## src/inc/dspsp_cfg.svh

```systemverilog
// Constants of the DSP serial port
`ifndef DSPSP_CFG_SVH
`define DSPSP_CFG_SVH

// Bit period is the video clock divided by four
`define DSPSP_VIDEO_PIXEL_CLOCK_PER_BIT 4
`define DSPSP_PH_LAUNCH 2'h0
`define DSPSP_PH_LAST 2'h3
`define DSPSP_WORD_BITS 16
`define DSPSP_BIT_LAST 4'hF
`define DSPSP_TX_SLOTS 7'h34
`define DSPSP_RX_SLOTS 7'h54
`define DSPSP_FIFO_DEPTH 8
`define DSPSP_ZERO_WORD 16'h0000

`endif

```

## src/inc/dspsp_pkg.sv

```systemverilog
// Types of the DSP serial port
package dspsp_pkg;

    typedef enum logic [1:0] {TX_IDLE, TX_SYNC, TX_DATA} dspsp_tx_st_t;
    typedef enum logic {RX_HUNT, RX_DATA} dspsp_rx_st_t;

    typedef struct packed {
        logic [1:0] ph;
        logic sclk;
        dspsp_tx_st_t tx_st;
        logic tx_fs;
        logic txd;
        logic [15:0] tx_sh;
        logic [3:0] tx_bit;
        logic [6:0] tx_slot;
        logic underrun;
        logic rxd_s1;
        logic rxd_s2;
        logic rfs_s1;
        logic rfs_s2;
        logic rfs_prev;
        dspsp_rx_st_t rx_st;
        logic [15:0] rx_sh;
        logic [3:0] rx_bit;
        logic [6:0] rx_slot;
        logic rx_valid;
        logic [15:0] rx_data;
        logic rx_last;
    } dspsp_state_t;

    typedef struct packed {
        logic valid;
        logic [15:0] word;
        logic last;
    } dspsp_rx_word_t;

endpackage
```

## src/core/dspsp_top.sv

```systemverilog
// DSP serial port: bit clock divider, transmit FIFO, framer and receiver
`timescale 1ns/1ps
`include "dspsp_cfg.svh"

// ============================================================
// Transmit FIFO
module dspsp_fifo #(
    parameter int W = 16,
    parameter int D = 8
) (
    input wire logic i_core_clk, // Core clock
    input wire logic i_arst_n, // Async reset, active low
    input wire logic i_in_valid, // Write request
    input wire logic [W-1:0] i_in_data, // Write data
    output logic o_in_ready, // Room for a word
    output logic o_out_valid, // Word available
    output logic [W-1:0] o_out_data, // Oldest word
    input wire logic i_out_ready // Pop
);
    localparam int AW = $clog2(D);
    typedef struct packed {
        logic [AW-1:0] wp;
        logic [AW-1:0] rp;
        logic [AW:0] cnt;
        logic in_ready;
    } dspsp_fifo_st_t;

    dspsp_fifo_st_t f_r, f_nxt;
    logic [W-1:0] mem [D];
    logic push, pop;

    assign push = i_in_valid && f_r.in_ready;
    assign pop = i_out_ready && (f_r.cnt != '0);
    assign o_in_ready = f_r.in_ready;
    assign o_out_valid = (f_r.cnt != '0);
    assign o_out_data = mem[f_r.rp];

    always_comb begin
        f_nxt = f_r;
        if (push) begin
            f_nxt.wp = (f_r.wp == AW'(D - 1)) ? '0 : f_r.wp + 1'b1;
        end
        if (pop) begin
            f_nxt.rp = (f_r.rp == AW'(D - 1)) ? '0 : f_r.rp + 1'b1;
        end
        f_nxt.cnt = f_r.cnt + (AW+1)'(push) - (AW+1)'(pop);
        f_nxt.in_ready = (f_nxt.cnt != (AW+1)'(D));
    end

    always_ff @(posedge i_core_clk or negedge i_arst_n) begin
        if (!i_arst_n) begin
            f_r <= '{wp: '0, rp: '0, cnt: '0, in_ready: 1'b1};
        end else begin
            f_r <= f_nxt;
        end
    end

    always_ff @(posedge i_core_clk) begin
        if (push) begin
            mem[f_r.wp] <= i_in_data;
        end
    end
endmodule

// ============================================================
// Serial port top
// Behaviour
// - Transmit words are 16 bits and leave most significant bit first.
// - Receive words are 16 bits, arrive most significant bit first and are assembled so.
// - The bit clock is generated here at one quarter of the video clock.
// - Bits launch after a rising bit clock edge and are sampled on the next falling edge.
// - A transmit frame opens with one bit period of high frame sync before the first bit.
// - A transmit frame holds 52 slots of 16 bits.
// - Each frame sync phase, high and low, lasts at least one bit period.
module dspsp_top (
    input wire logic i_core_clk, // Video pixel clock, 250 MHz
    input wire logic i_arst_n, // Async reset, active low
    input wire logic i_dsp_present, // Mode control: DSP attached
    input wire logic i_tx_valid, // Statistics word offered
    input wire logic [15:0] i_tx_word, // Statistics word
    output logic o_tx_ready, // FIFO has room
    output logic o_tx_underrun, // Zero slot sent, pulse
    output logic o_serial_bit_clock, // Bit clock pin
    output logic o_tx_frame_sync, // Transmit frame sync pin
    output logic o_tx_serial_data, // Transmit data pin
    input wire logic i_rx_frame_sync, // Receive frame sync pin
    input wire logic i_rx_serial_data, // Receive data pin
    output dspsp_pkg::dspsp_rx_word_t o_rx // Received bin-width word
);
    dspsp_pkg::dspsp_state_t s_r, s_nxt;
    logic fifo_valid, fifo_pop, tick;
    logic [15:0] fifo_word;

    dspsp_fifo #(.W(`DSPSP_WORD_BITS), .D(`DSPSP_FIFO_DEPTH)) u_fifo (
        .i_core_clk(i_core_clk),
        .i_arst_n(i_arst_n),
        .i_in_valid(i_tx_valid),
        .i_in_data(i_tx_word),
        .o_in_ready(o_tx_ready),
        .o_out_valid(fifo_valid),
        .o_out_data(fifo_word),
        .i_out_ready(fifo_pop)
    );

    // One tick per bit period: launch point and, for the synchronised inputs, sample point
    assign tick = (s_r.ph == `DSPSP_PH_LAUNCH);
    assign fifo_pop = tick && i_dsp_present && fifo_valid &&
        ((s_r.tx_st == dspsp_pkg::TX_SYNC) ||
         (s_r.tx_st == dspsp_pkg::TX_DATA && s_r.tx_bit == `DSPSP_BIT_LAST &&
          s_r.tx_slot != `DSPSP_TX_SLOTS - 7'h01));

    always_comb begin
        s_nxt = s_r;
        s_nxt.ph = s_r.ph + 2'h1;
        s_nxt.sclk = i_dsp_present && !s_nxt.ph[1];
        // Pin inputs pass two flops before any use
        s_nxt.rxd_s1 = i_rx_serial_data;
        s_nxt.rxd_s2 = s_r.rxd_s1;
        s_nxt.rfs_s1 = i_rx_frame_sync;
        s_nxt.rfs_s2 = s_r.rfs_s1;
        s_nxt.underrun = 1'b0;
        s_nxt.rx_valid = 1'b0;
        s_nxt.rx_last = 1'b0;
        if (!i_dsp_present) begin
            s_nxt.tx_st = dspsp_pkg::TX_IDLE;
            s_nxt.tx_fs = 1'b0;
            s_nxt.txd = 1'b0;
            s_nxt.rx_st = dspsp_pkg::RX_HUNT;
            s_nxt.rfs_prev = 1'b0;
        end else if (tick) begin
            // Launch one core cycle after the rising bit clock edge
            unique case (s_r.tx_st)
                dspsp_pkg::TX_IDLE: begin
                    s_nxt.txd = 1'b0;
                    if (fifo_valid) begin
                        s_nxt.tx_fs = 1'b1;
                        s_nxt.tx_st = dspsp_pkg::TX_SYNC;
                    end
                end
                dspsp_pkg::TX_SYNC: begin
                    s_nxt.tx_fs = 1'b0;
                    s_nxt.txd = fifo_word[15];
                    s_nxt.tx_sh = {fifo_word[14:0], 1'b0};
                    // Load tick sends bit 15 itself, so the count starts at zero
                    s_nxt.tx_bit = 4'h0;
                    s_nxt.tx_slot = 7'h00;
                    s_nxt.tx_st = dspsp_pkg::TX_DATA;
                end
                dspsp_pkg::TX_DATA: begin
                    if (s_r.tx_bit != `DSPSP_BIT_LAST) begin
                        s_nxt.txd = s_r.tx_sh[15];
                        s_nxt.tx_sh = {s_r.tx_sh[14:0], 1'b0};
                        s_nxt.tx_bit = s_r.tx_bit + 4'h1;
                    end else if (s_r.tx_slot == `DSPSP_TX_SLOTS - 7'h01) begin
                        s_nxt.txd = 1'b0;
                        s_nxt.tx_st = dspsp_pkg::TX_IDLE;
                    end else begin
                        // Starved slots go out as zero rather than stalling the frame
                        s_nxt.txd = fifo_valid ? fifo_word[15] : 1'b0;
                        s_nxt.tx_sh = fifo_valid ? {fifo_word[14:0], 1'b0} : `DSPSP_ZERO_WORD;
                        s_nxt.underrun = !fifo_valid;
                        s_nxt.tx_bit = 4'h0;
                        s_nxt.tx_slot = s_r.tx_slot + 7'h01;
                    end
                end
                default: s_nxt.tx_st = dspsp_pkg::TX_IDLE;
            endcase
            // Synchronised values hold the pins as seen one core cycle after the falling edge
            s_nxt.rfs_prev = s_r.rfs_s2;
            unique case (s_r.rx_st)
                dspsp_pkg::RX_HUNT: begin
                    if (s_r.rfs_s2 && !s_r.rfs_prev) begin
                        s_nxt.rx_st = dspsp_pkg::RX_DATA;
                        s_nxt.rx_bit = 4'h0;
                        s_nxt.rx_slot = 7'h00;
                    end
                end
                dspsp_pkg::RX_DATA: begin
                    s_nxt.rx_sh = {s_r.rx_sh[14:0], s_r.rxd_s2};
                    s_nxt.rx_bit = s_r.rx_bit + 4'h1;
                    if (s_r.rx_bit == `DSPSP_BIT_LAST) begin
                        s_nxt.rx_valid = 1'b1;
                        s_nxt.rx_data = {s_r.rx_sh[14:0], s_r.rxd_s2};
                        s_nxt.rx_slot = s_r.rx_slot + 7'h01;
                        if (s_r.rx_slot == `DSPSP_RX_SLOTS - 7'h01) begin
                            s_nxt.rx_last = 1'b1;
                            s_nxt.rx_st = dspsp_pkg::RX_HUNT;
                        end
                    end
                end
            endcase
        end
    end

    always_ff @(posedge i_core_clk or negedge i_arst_n) begin
        if (!i_arst_n) begin
            s_r <= '0;
        end else begin
            s_r <= s_nxt;
        end
    end

    assign o_serial_bit_clock = s_r.sclk;
    assign o_tx_frame_sync = s_r.tx_fs;
    assign o_tx_serial_data = s_r.txd;
    assign o_tx_underrun = s_r.underrun;
    assign o_rx = '{valid: s_r.rx_valid, word: s_r.rx_data, last: s_r.rx_last};
endmodule

```

## config.mk

```make
export PLATFORM = sky130hd
export DESIGN_NAME = dspsp_top
export DESIGN_NICKNAME = d
export VERILOG_FILES = /design/src/inc/dspsp_pkg.sv /design/src/core/dspsp_top.sv
export VERILOG_INCLUDE_DIRS = /design/src /design/src/inc
export SDC_FILE = /design/constraint.sdc
export NUM_CORES = 1
export LEC_CHECK = 0
export BUFFER_PORTS_ARGS = -buffer_cell sky130_fd_sc_hd__clkbuf_2
export CORE_MARGIN = 4
export CORE_UTILIZATION = 62
export DETAILED_ROUTE_END_ITERATION = 8
export PLACE_DENSITY = 0.8
export SLEW_MARGIN = 10
export SYNTH_ARGS = -nofsm -noshare
export SYNTH_HDL_FRONTEND = slang
export SYNTH_SLANG_ARGS = --single-unit
```

## constraint.sdc

```tcl
create_clock -name i_core_clk -period 4.95 [get_ports i_core_clk]
set_input_delay 0.495 -clock i_core_clk [delete_from_list [all_inputs] [get_ports i_core_clk]]
set_output_delay 0.495 -clock i_core_clk [all_outputs]
set_load 0.02 [all_outputs]
```

==> run summary, run 1 <==
Peak VDD IR: 0.3579 mV
Die ar.: 16980 um2
initial antenna violation count: 0
P_int: 3.437 mW
Post-Syn Instances: 638
CP max FO: 8
Initial Util: 0.6357
Setup crit end kind: flop
clock sinks: 223
Avg Vias per Cell: 5.986
R2R setup slack: 1.20 ns
setup_tns: 0 ns
share of layout cells above drive strength 1: 0.2416
final setup fails: 0
Critical Path RT: 5.35 ns
skew final: 0.01367 ns
Post-CTS Setup Repair Bufs: 0
CTS tree: yes
drt first pass iters: 5
Seq pwr share: 0.515
post_cts resized: 0
hold_ws: 0.1055 ns
clk_lat worst skew: 0.50 ns
total clock buffers created by CTS: 23
HP Start: i_rx_serial_data
fin crit period: 3.749 ns
DR vias: 5214
Switching Share: 0.2432
CP bufs+invs: 3
DR WL/cell: 19.69 um
Worst Path Arrival: 4.15 ns
Residual DRC: 0
Fmax: 266.7 MHz
Layout area overhead: 11.20%
met1 GRT Util: 0.2894
hold path endpoint: s_nxt[49]
Avg Synthesized Cell Area: 14.54 um2
Gate power share: 0.122
# IOs: 45
Inserted Diodes: 0
H-tree depth: 1
first-pass GRT wire length: 28260 um
initial detailed-routing violation count: 566
global routing usage on met3: 0.03725
power density over cell area: 440.4 nW/um2
most frequent cells in the layout: 128 x edfxtp_1, 93 x dfrtp_1, 91 x nand2_1
slowest CP cell: or4b_2
# nets final: 710
pre-CTS setup slack: 1.257 ns
reg2reg path depth: 13
crit-path cells: ha_1 -> or4b_4 -> o21ai_4 -> nor2_2 -> o21ai_2 -> inv_1 -> ha_1 -> inv_1 -> ha_1 -> inv_1 -> fa_1 -> xnor2_1 -> or4b_2
GPL Wtd Cong: 0.8662
gr ovfl total: 0
met2 usage in global routing: 0.3576
routed wire length: 17150 um
maxcap violations: 0
Slew Limit Fails: 0
commonest non-fill, non-tap cell in the layout: edfxtp_1
FF-to-FF End: u_fifo.o_in_ready
CTS clk-pin slew, worst paths: 0.06 ns
syn_nets: 678
Syn. warnings: 0
All-Layer GR Usage: 0.2143
setup ws final: 1.201 ns
synth unique cells: 50
startpoint class of the critical path: flop
vias in the first global route: 5477
number of nets with antenna violations after routing: 0
Primary FF master, synth: edfxtp_1
PortBufs: 44
clock power share: 0.363
grt peak-use layer: met2
Post-synth EDFFs: 128
Hold Path Cell Cnt: 1
Fillers: 906
die width: 130.3 um
worst slew pin tran: 1.158 ns
Worst R2R Start: s_r[53]
row count: 44
Net Switching: 1.104 mW
final hold violation count: 0
synthesized area: 9274 um2
critical path depth in cells: 13
CP Class: flop to flop
Seq cells post-synth: 223
min-delay worst type: primary input to flop
post-route fraction of the period consumed by the critical path: 0.7575
delay-heaviest family, CP: simple AND/OR/NAND/NOR gates
CTS root buf: clkbuf_16
core footprint: 14590 um2
share of the yosys chip area belonging to registers: 0.6709
P_leak: 4.138 nW
CP max stage delay: 0.65 ns
slew margin rel.: 0.2269
Clock Path Buffers: 3
largest net degree at the start of global routing: 67
Final HPWL DP: 10460 um
RSZ-0062 raised after global routing: false
Die Y: 130.3 um
asr flop ratio synth: 0.4260
outcome: finished clean
==> flip-flops by register name, summed over array words and instances, names as in the netlist <==
signal              count
s_nxt                   2
o_rx                   18
o_tx_frame_sync         1
u_fifo.f_r             10
o_serial_bit_clock      1
o_tx_serial_data        1
u_fifo.o_in_ready       1
o_tx_underrun           1
s_r                    60
u_fifo.mem            128
==> how the worst max path moves through the flow <==
| stage | end | startpoint |
|---|---|---|
| after floorplan | u_fifo.o_in_ready | s_r[53] |
| after global placement | u_fifo.o_in_ready | s_r[53] |
| after detailed placement | u_fifo.o_in_ready | s_r[53] |
| after CTS | u_fifo.o_in_ready | s_r[53] |
| after global routing | u_fifo.o_in_ready | s_r[53] |
| final | u_fifo.o_in_ready | s_r[53] |
==> metrics by stage <==
stage          instances  cell area [um2]  utilization  power [mW]
2_1_floorplan        638             9274            -       2.693
3_3_place_gp         828             9568       0.6558       2.879
3_5_place_dp         828             9568       0.6558       2.929
4_1_cts              871            10310       0.7069       4.593
5_1_grt              871            10310       0.7069       4.763
6_report             871            10310       0.7069       4.541
==> synth_stat cells, types with 3 or more instances <==
master	n	share of area
buf_2	7	0.0038
nand2b_1	5	0.0034
mux2_2	35	0.042
edfxtp_1	128	0.41
mux2i_1	4	0.0043
dfrtp_1	94	0.25
nor2_1	32	0.013
inv_1	17	0.0069
nor3_1	8	0.0043
o21ai_0	32	0.017
xnor2_1	3	0.0028
nor2b_1	4	0.0027
mux4_2	32	0.078
nand3_1	14	0.0076
a21o_1	4	0.0032
and3_1	5	0.0034
or3_1	3	0.0020
xor2_1	5	0.0047
a21oi_1	23	0.012
clkbuf_1	15	0.0061
ha_1	17	0.023
nand4_1	7	0.0047
nand2_1	91	0.037
buf_4	18	0.015
==> power by group through the flow <==
stage | sequential [mW] | clock, mW | combinational, mW
6_report | 2.34 | 1.65 | 0.554
5_1_grt | 2.36 | 1.78 | 0.622
4_1_cts | 2.34 | 1.68 | 0.567
3_5_place_dp | 2.38 | 0 | 0.553
3_3_place_gp | 2.36 | 0 | 0.520
2_1_floorplan | 2.30 | 0 | 0.389
==> what timing repair did <==
action / CTS / global route
setup endpoints to repair: 0 / 0
hold buffers: 1 / 0
hold endpoints to repair: 29 / 0
==> area by class of cell <==
class	count	area (um2)	area share
Inverter	18	67.56	0.006552
Tap cell	184	230.2	0.02232
Timing Repair Buffer	49	262.8	0.02548
Clock buffer	32	629.4	0.06103
Clock inverter	10	105.1	0.01019
Sequential cell	223	6223	0.6035
Multi-Input combinational cell	355	2794	0.2709
==> logic make-up after synthesis <==
family,after synthesis,synth area share
flops,223,0.6709
fa+ha+maj,18,0.02509
buf+inv,60,0.03413
simple gates,180,0.08743
mux,71,0.1245
xor+xnor,8,0.007556
compound gates,78,0.05033
==> layer usage <==
layer / vias to the layer above / routed length [um] / part of all wire
met3: 36 / 1079 / 0.063
met4: 0 / 443 / 0.026
met5: - / 0 / 0
met1: 2620 / 6888 / 0.40
met2: 151 / 8739 / 0.51
li1: 2407 / - / -
No activity file was read; power rests on OpenSTA's default activity.
==> run 2, diff against run 1 <==
--- a/config.mk
+++ b/config.mk
@@ -8,9 +8,9 @@
 export LEC_CHECK = 0
 export BUFFER_PORTS_ARGS = -buffer_cell sky130_fd_sc_hd__clkbuf_2
 export CORE_MARGIN = 4
-export CORE_UTILIZATION = 62
+export CORE_UTILIZATION = 55
 export DETAILED_ROUTE_END_ITERATION = 8
-export PLACE_DENSITY = 0.8
+export PLACE_DENSITY = 0.75
 export SLEW_MARGIN = 10
 export SYNTH_ARGS = -nofsm -noshare
 export SYNTH_HDL_FRONTEND = slang
==> constraint.sdc (replaced) <==
create_clock -name i_core_clk -period 3.34 [get_ports i_core_clk]
set_input_delay 0.334 -clock i_core_clk [delete_from_list [all_inputs] [get_ports i_core_clk]]
set_output_delay 0.334 -clock i_core_clk [all_outputs]
set_load 0.02 [all_outputs]
==> run 2 against run 1 <==
  * Sequential share of layout area decreased by 1.2 points
  * Largest power group unchanged
  * First-iteration DRC count is 0.18% higher
  * Critical path depth unchanged
  * Die area increased by 12%
  * Clock power rose by 51%
==> run summary, run 2 (synthesis gave the netlist of run 1 again) <==
# nets final: 732 (+3.1%)
worst slew pin tran: 0.7438 ns (-0.4146 ns)
first-pass GRT wire length: 28480 um (+0.78%)
Slew Limit Fails: 0 (unchanged)
slew margin rel.: 0.5041 (+0.2772)
Avg Vias per Cell: 5.696 (-4.8%)
startpoint class of the critical path: flop
Initial Util: 0.5612 (-0.07446)
Peak VDD IR: 0.7209 mV (+100%)
fin crit period: 3.203 ns (-0.5463 ns)
min-delay worst type: primary input to flop
global routing usage on met3: 0.03701 (-0.0002391)
Fillers: 1143 (+26%)
Reg area: 6226 um2 (about the same)
largest net degree at the start of global routing: 59 (-12%)
total clock buffers created by CTS: 23 (unchanged)
outcome: finished clean
Cells after DPL: 884 (+6.8%)
hold_ws: 0.1045 ns (-0.001039 ns)
initial detailed-routing violation count: 567 (+0.18%)
commonest non-fill, non-tap cell in the layout: edfxtp_1
Post-CTS Setup Repair Bufs: 0 (unchanged)
slowest CP cell: fa_2
Worst Path Arrival: 3.63 ns (-0.52 ns)
clock sinks: 223 (unchanged)
Post-Layout Cell Count: 928 (+6.5%)
Clock Path Buffers: 3 (unchanged)
power density over cell area: 645.6 nW/um2 (+47%)
drt first pass iters: 4 (-1)
gr ovfl total: 0 (unchanged)
grt peak-use layer: met2
core footprint: 16520 um2 (+13%)
H-tree depth: 1 (unchanged)
post-route fraction of the period consumed by the critical path: 0.9590 (+0.2016)
Critical Path RT: 3.76 ns (-1.59 ns)
RSZ-0062 raised after global routing: false
CP Class: flop to flop
vias in the first global route: 5436 (-0.75%)
Die Y: 137.9 um (+5.8%)
max reg flops: 128 (unchanged)
met1 GRT Util: 0.2497 (-0.03962)
row count: 47 (+6.8%)
skew final: 0.01256 ns (-0.001112 ns)
clk_lat worst skew: 0.50 ns (about the same)
Die ar.: 19000 um2 (+12%)
initial antenna violation count: 0 (unchanged)
register bank with the most flops: u_fifo.mem
DR vias: 5286 (+1.4%)
met2 usage in global routing: 0.3265 (-0.03111)
Final HPWL DP: 10930 um (+4.4%)
Fmax: 312.2 MHz (+17%)
Residual DRC: 0 (unchanged)
crit-path cells: ha_4 -> or4b_4 -> o21ai_4 -> nor2_4 -> o21ai_2 -> inv_1 -> ha_1 -> inv_1 -> ha_2 -> inv_2 -> fa_2 -> inv_2 -> or4b_4
CTS tree: yes
delay-heaviest family, CP: adder cells
number of nets with antenna violations after routing: 0 (unchanged)
Setup crit end kind: flop
DR WL/cell: 19.10 um (-3.0%)
Tot Pwr: 6.799 mW (+50%)
die width: 137.9 um (+5.8%)
share of layout cells above drive strength 1: 0.2684 (+0.02673)
GPL Wtd Cong: 0.8365 (-3.4%)
P_leak: 4.242 nW (+2.5%)
routed wire length: 17720 um (+3.3%)
CTS root buf: clkbuf_16
CP max stage delay: 0.53 ns (-0.12 ns)
final hold violation count: 0 (unchanged)
PortBufs: 44 (unchanged)
maxcap violations: 0 (unchanged)
CP max FO: 6 (-2)
CTS clk-pin slew, worst paths: 0.07 ns (about the same)
All-Layer GR Usage: 0.1941 (-0.02019)
Layout area overhead: 13.56%
most frequent cells in the layout: 128 x edfxtp_1, 91 x nand2_1, 91 x dfrtp_1
CP bufs+invs: 4 (+1)
Multi-input gate area: 2788 um2 (-0.22%)
Inserted Diodes: 0 (unchanged)
setup_tns: 0 ns (unchanged)
final setup fails: 0 (unchanged)
# IOs: 45 (unchanged)
## run 2: metrics by stage
step / area [um2] / setup WS (ns) / util
5_1_grt: 10530 / 0.01132 / 0.6373
3_5_place_dp: 9757 / 0.07341 / 0.5904
4_1_cts: 10530 / 0.07259 / 0.6372
2_1_floorplan: 9300 / 0.06351 / -
6_report: 10530 / 0.1369 / 0.6373
3_3_place_gp: 9757 / 0.1425 / 0.5904
## run 2: report_power, final
part / switching [mW] / internal, mW
clock: 0.995 / 1.49
combinational: 0.483 / 0.388
sequential: 0.175 / 3.26
## run 2: layer usage
metal  up-vias  wire, um
met5         -         0
met4         0       725
met3        52       983
met2       150      8863
met1      2640      7150
li1       2444         -
## run 2: path summary, 6_finish.rpt
| check | cells after the start | endpoint | startpoint | slack, ns |
|---|---|---|---|---|
| setup / recovery | 13 | u_fifo.o_in_ready | s_r[53] | 0.14 |
| hold / removal | 1 | u_fifo.mem[5][12] | i_tx_word[12] | 0.10 |
| setup reg to reg | 13 | u_fifo.o_in_ready | s_r[53] | 0.14 |
| hold reg to reg | 0 | s_r[49] | s_nxt[49] | 0.35 |
| max in group asynchronous | 3 | s_r[19] | i_arst_n | 2.15 |
| min in group asynchronous | 2 | s_r[81] | i_arst_n | 0.44 |
## run 2: final cells by class
type,count,share of cell area
Clock buffer,35,0.06522
Clock inverter,6,0.005227
Inverter,18,0.006416
Multi-Input combinational cell,355,0.2647
Sequential cell,223,0.5912
Tap cell,220,0.02614
Timing Repair Buffer,71,0.04111
## run 2: what timing repair did
action | CTS | global route
hold buffers | 3 | 0
resized for setup | 0 | 2
endpoints found under the setup margin | 0 | 1
endpoints found under the hold margin | 57 | 0
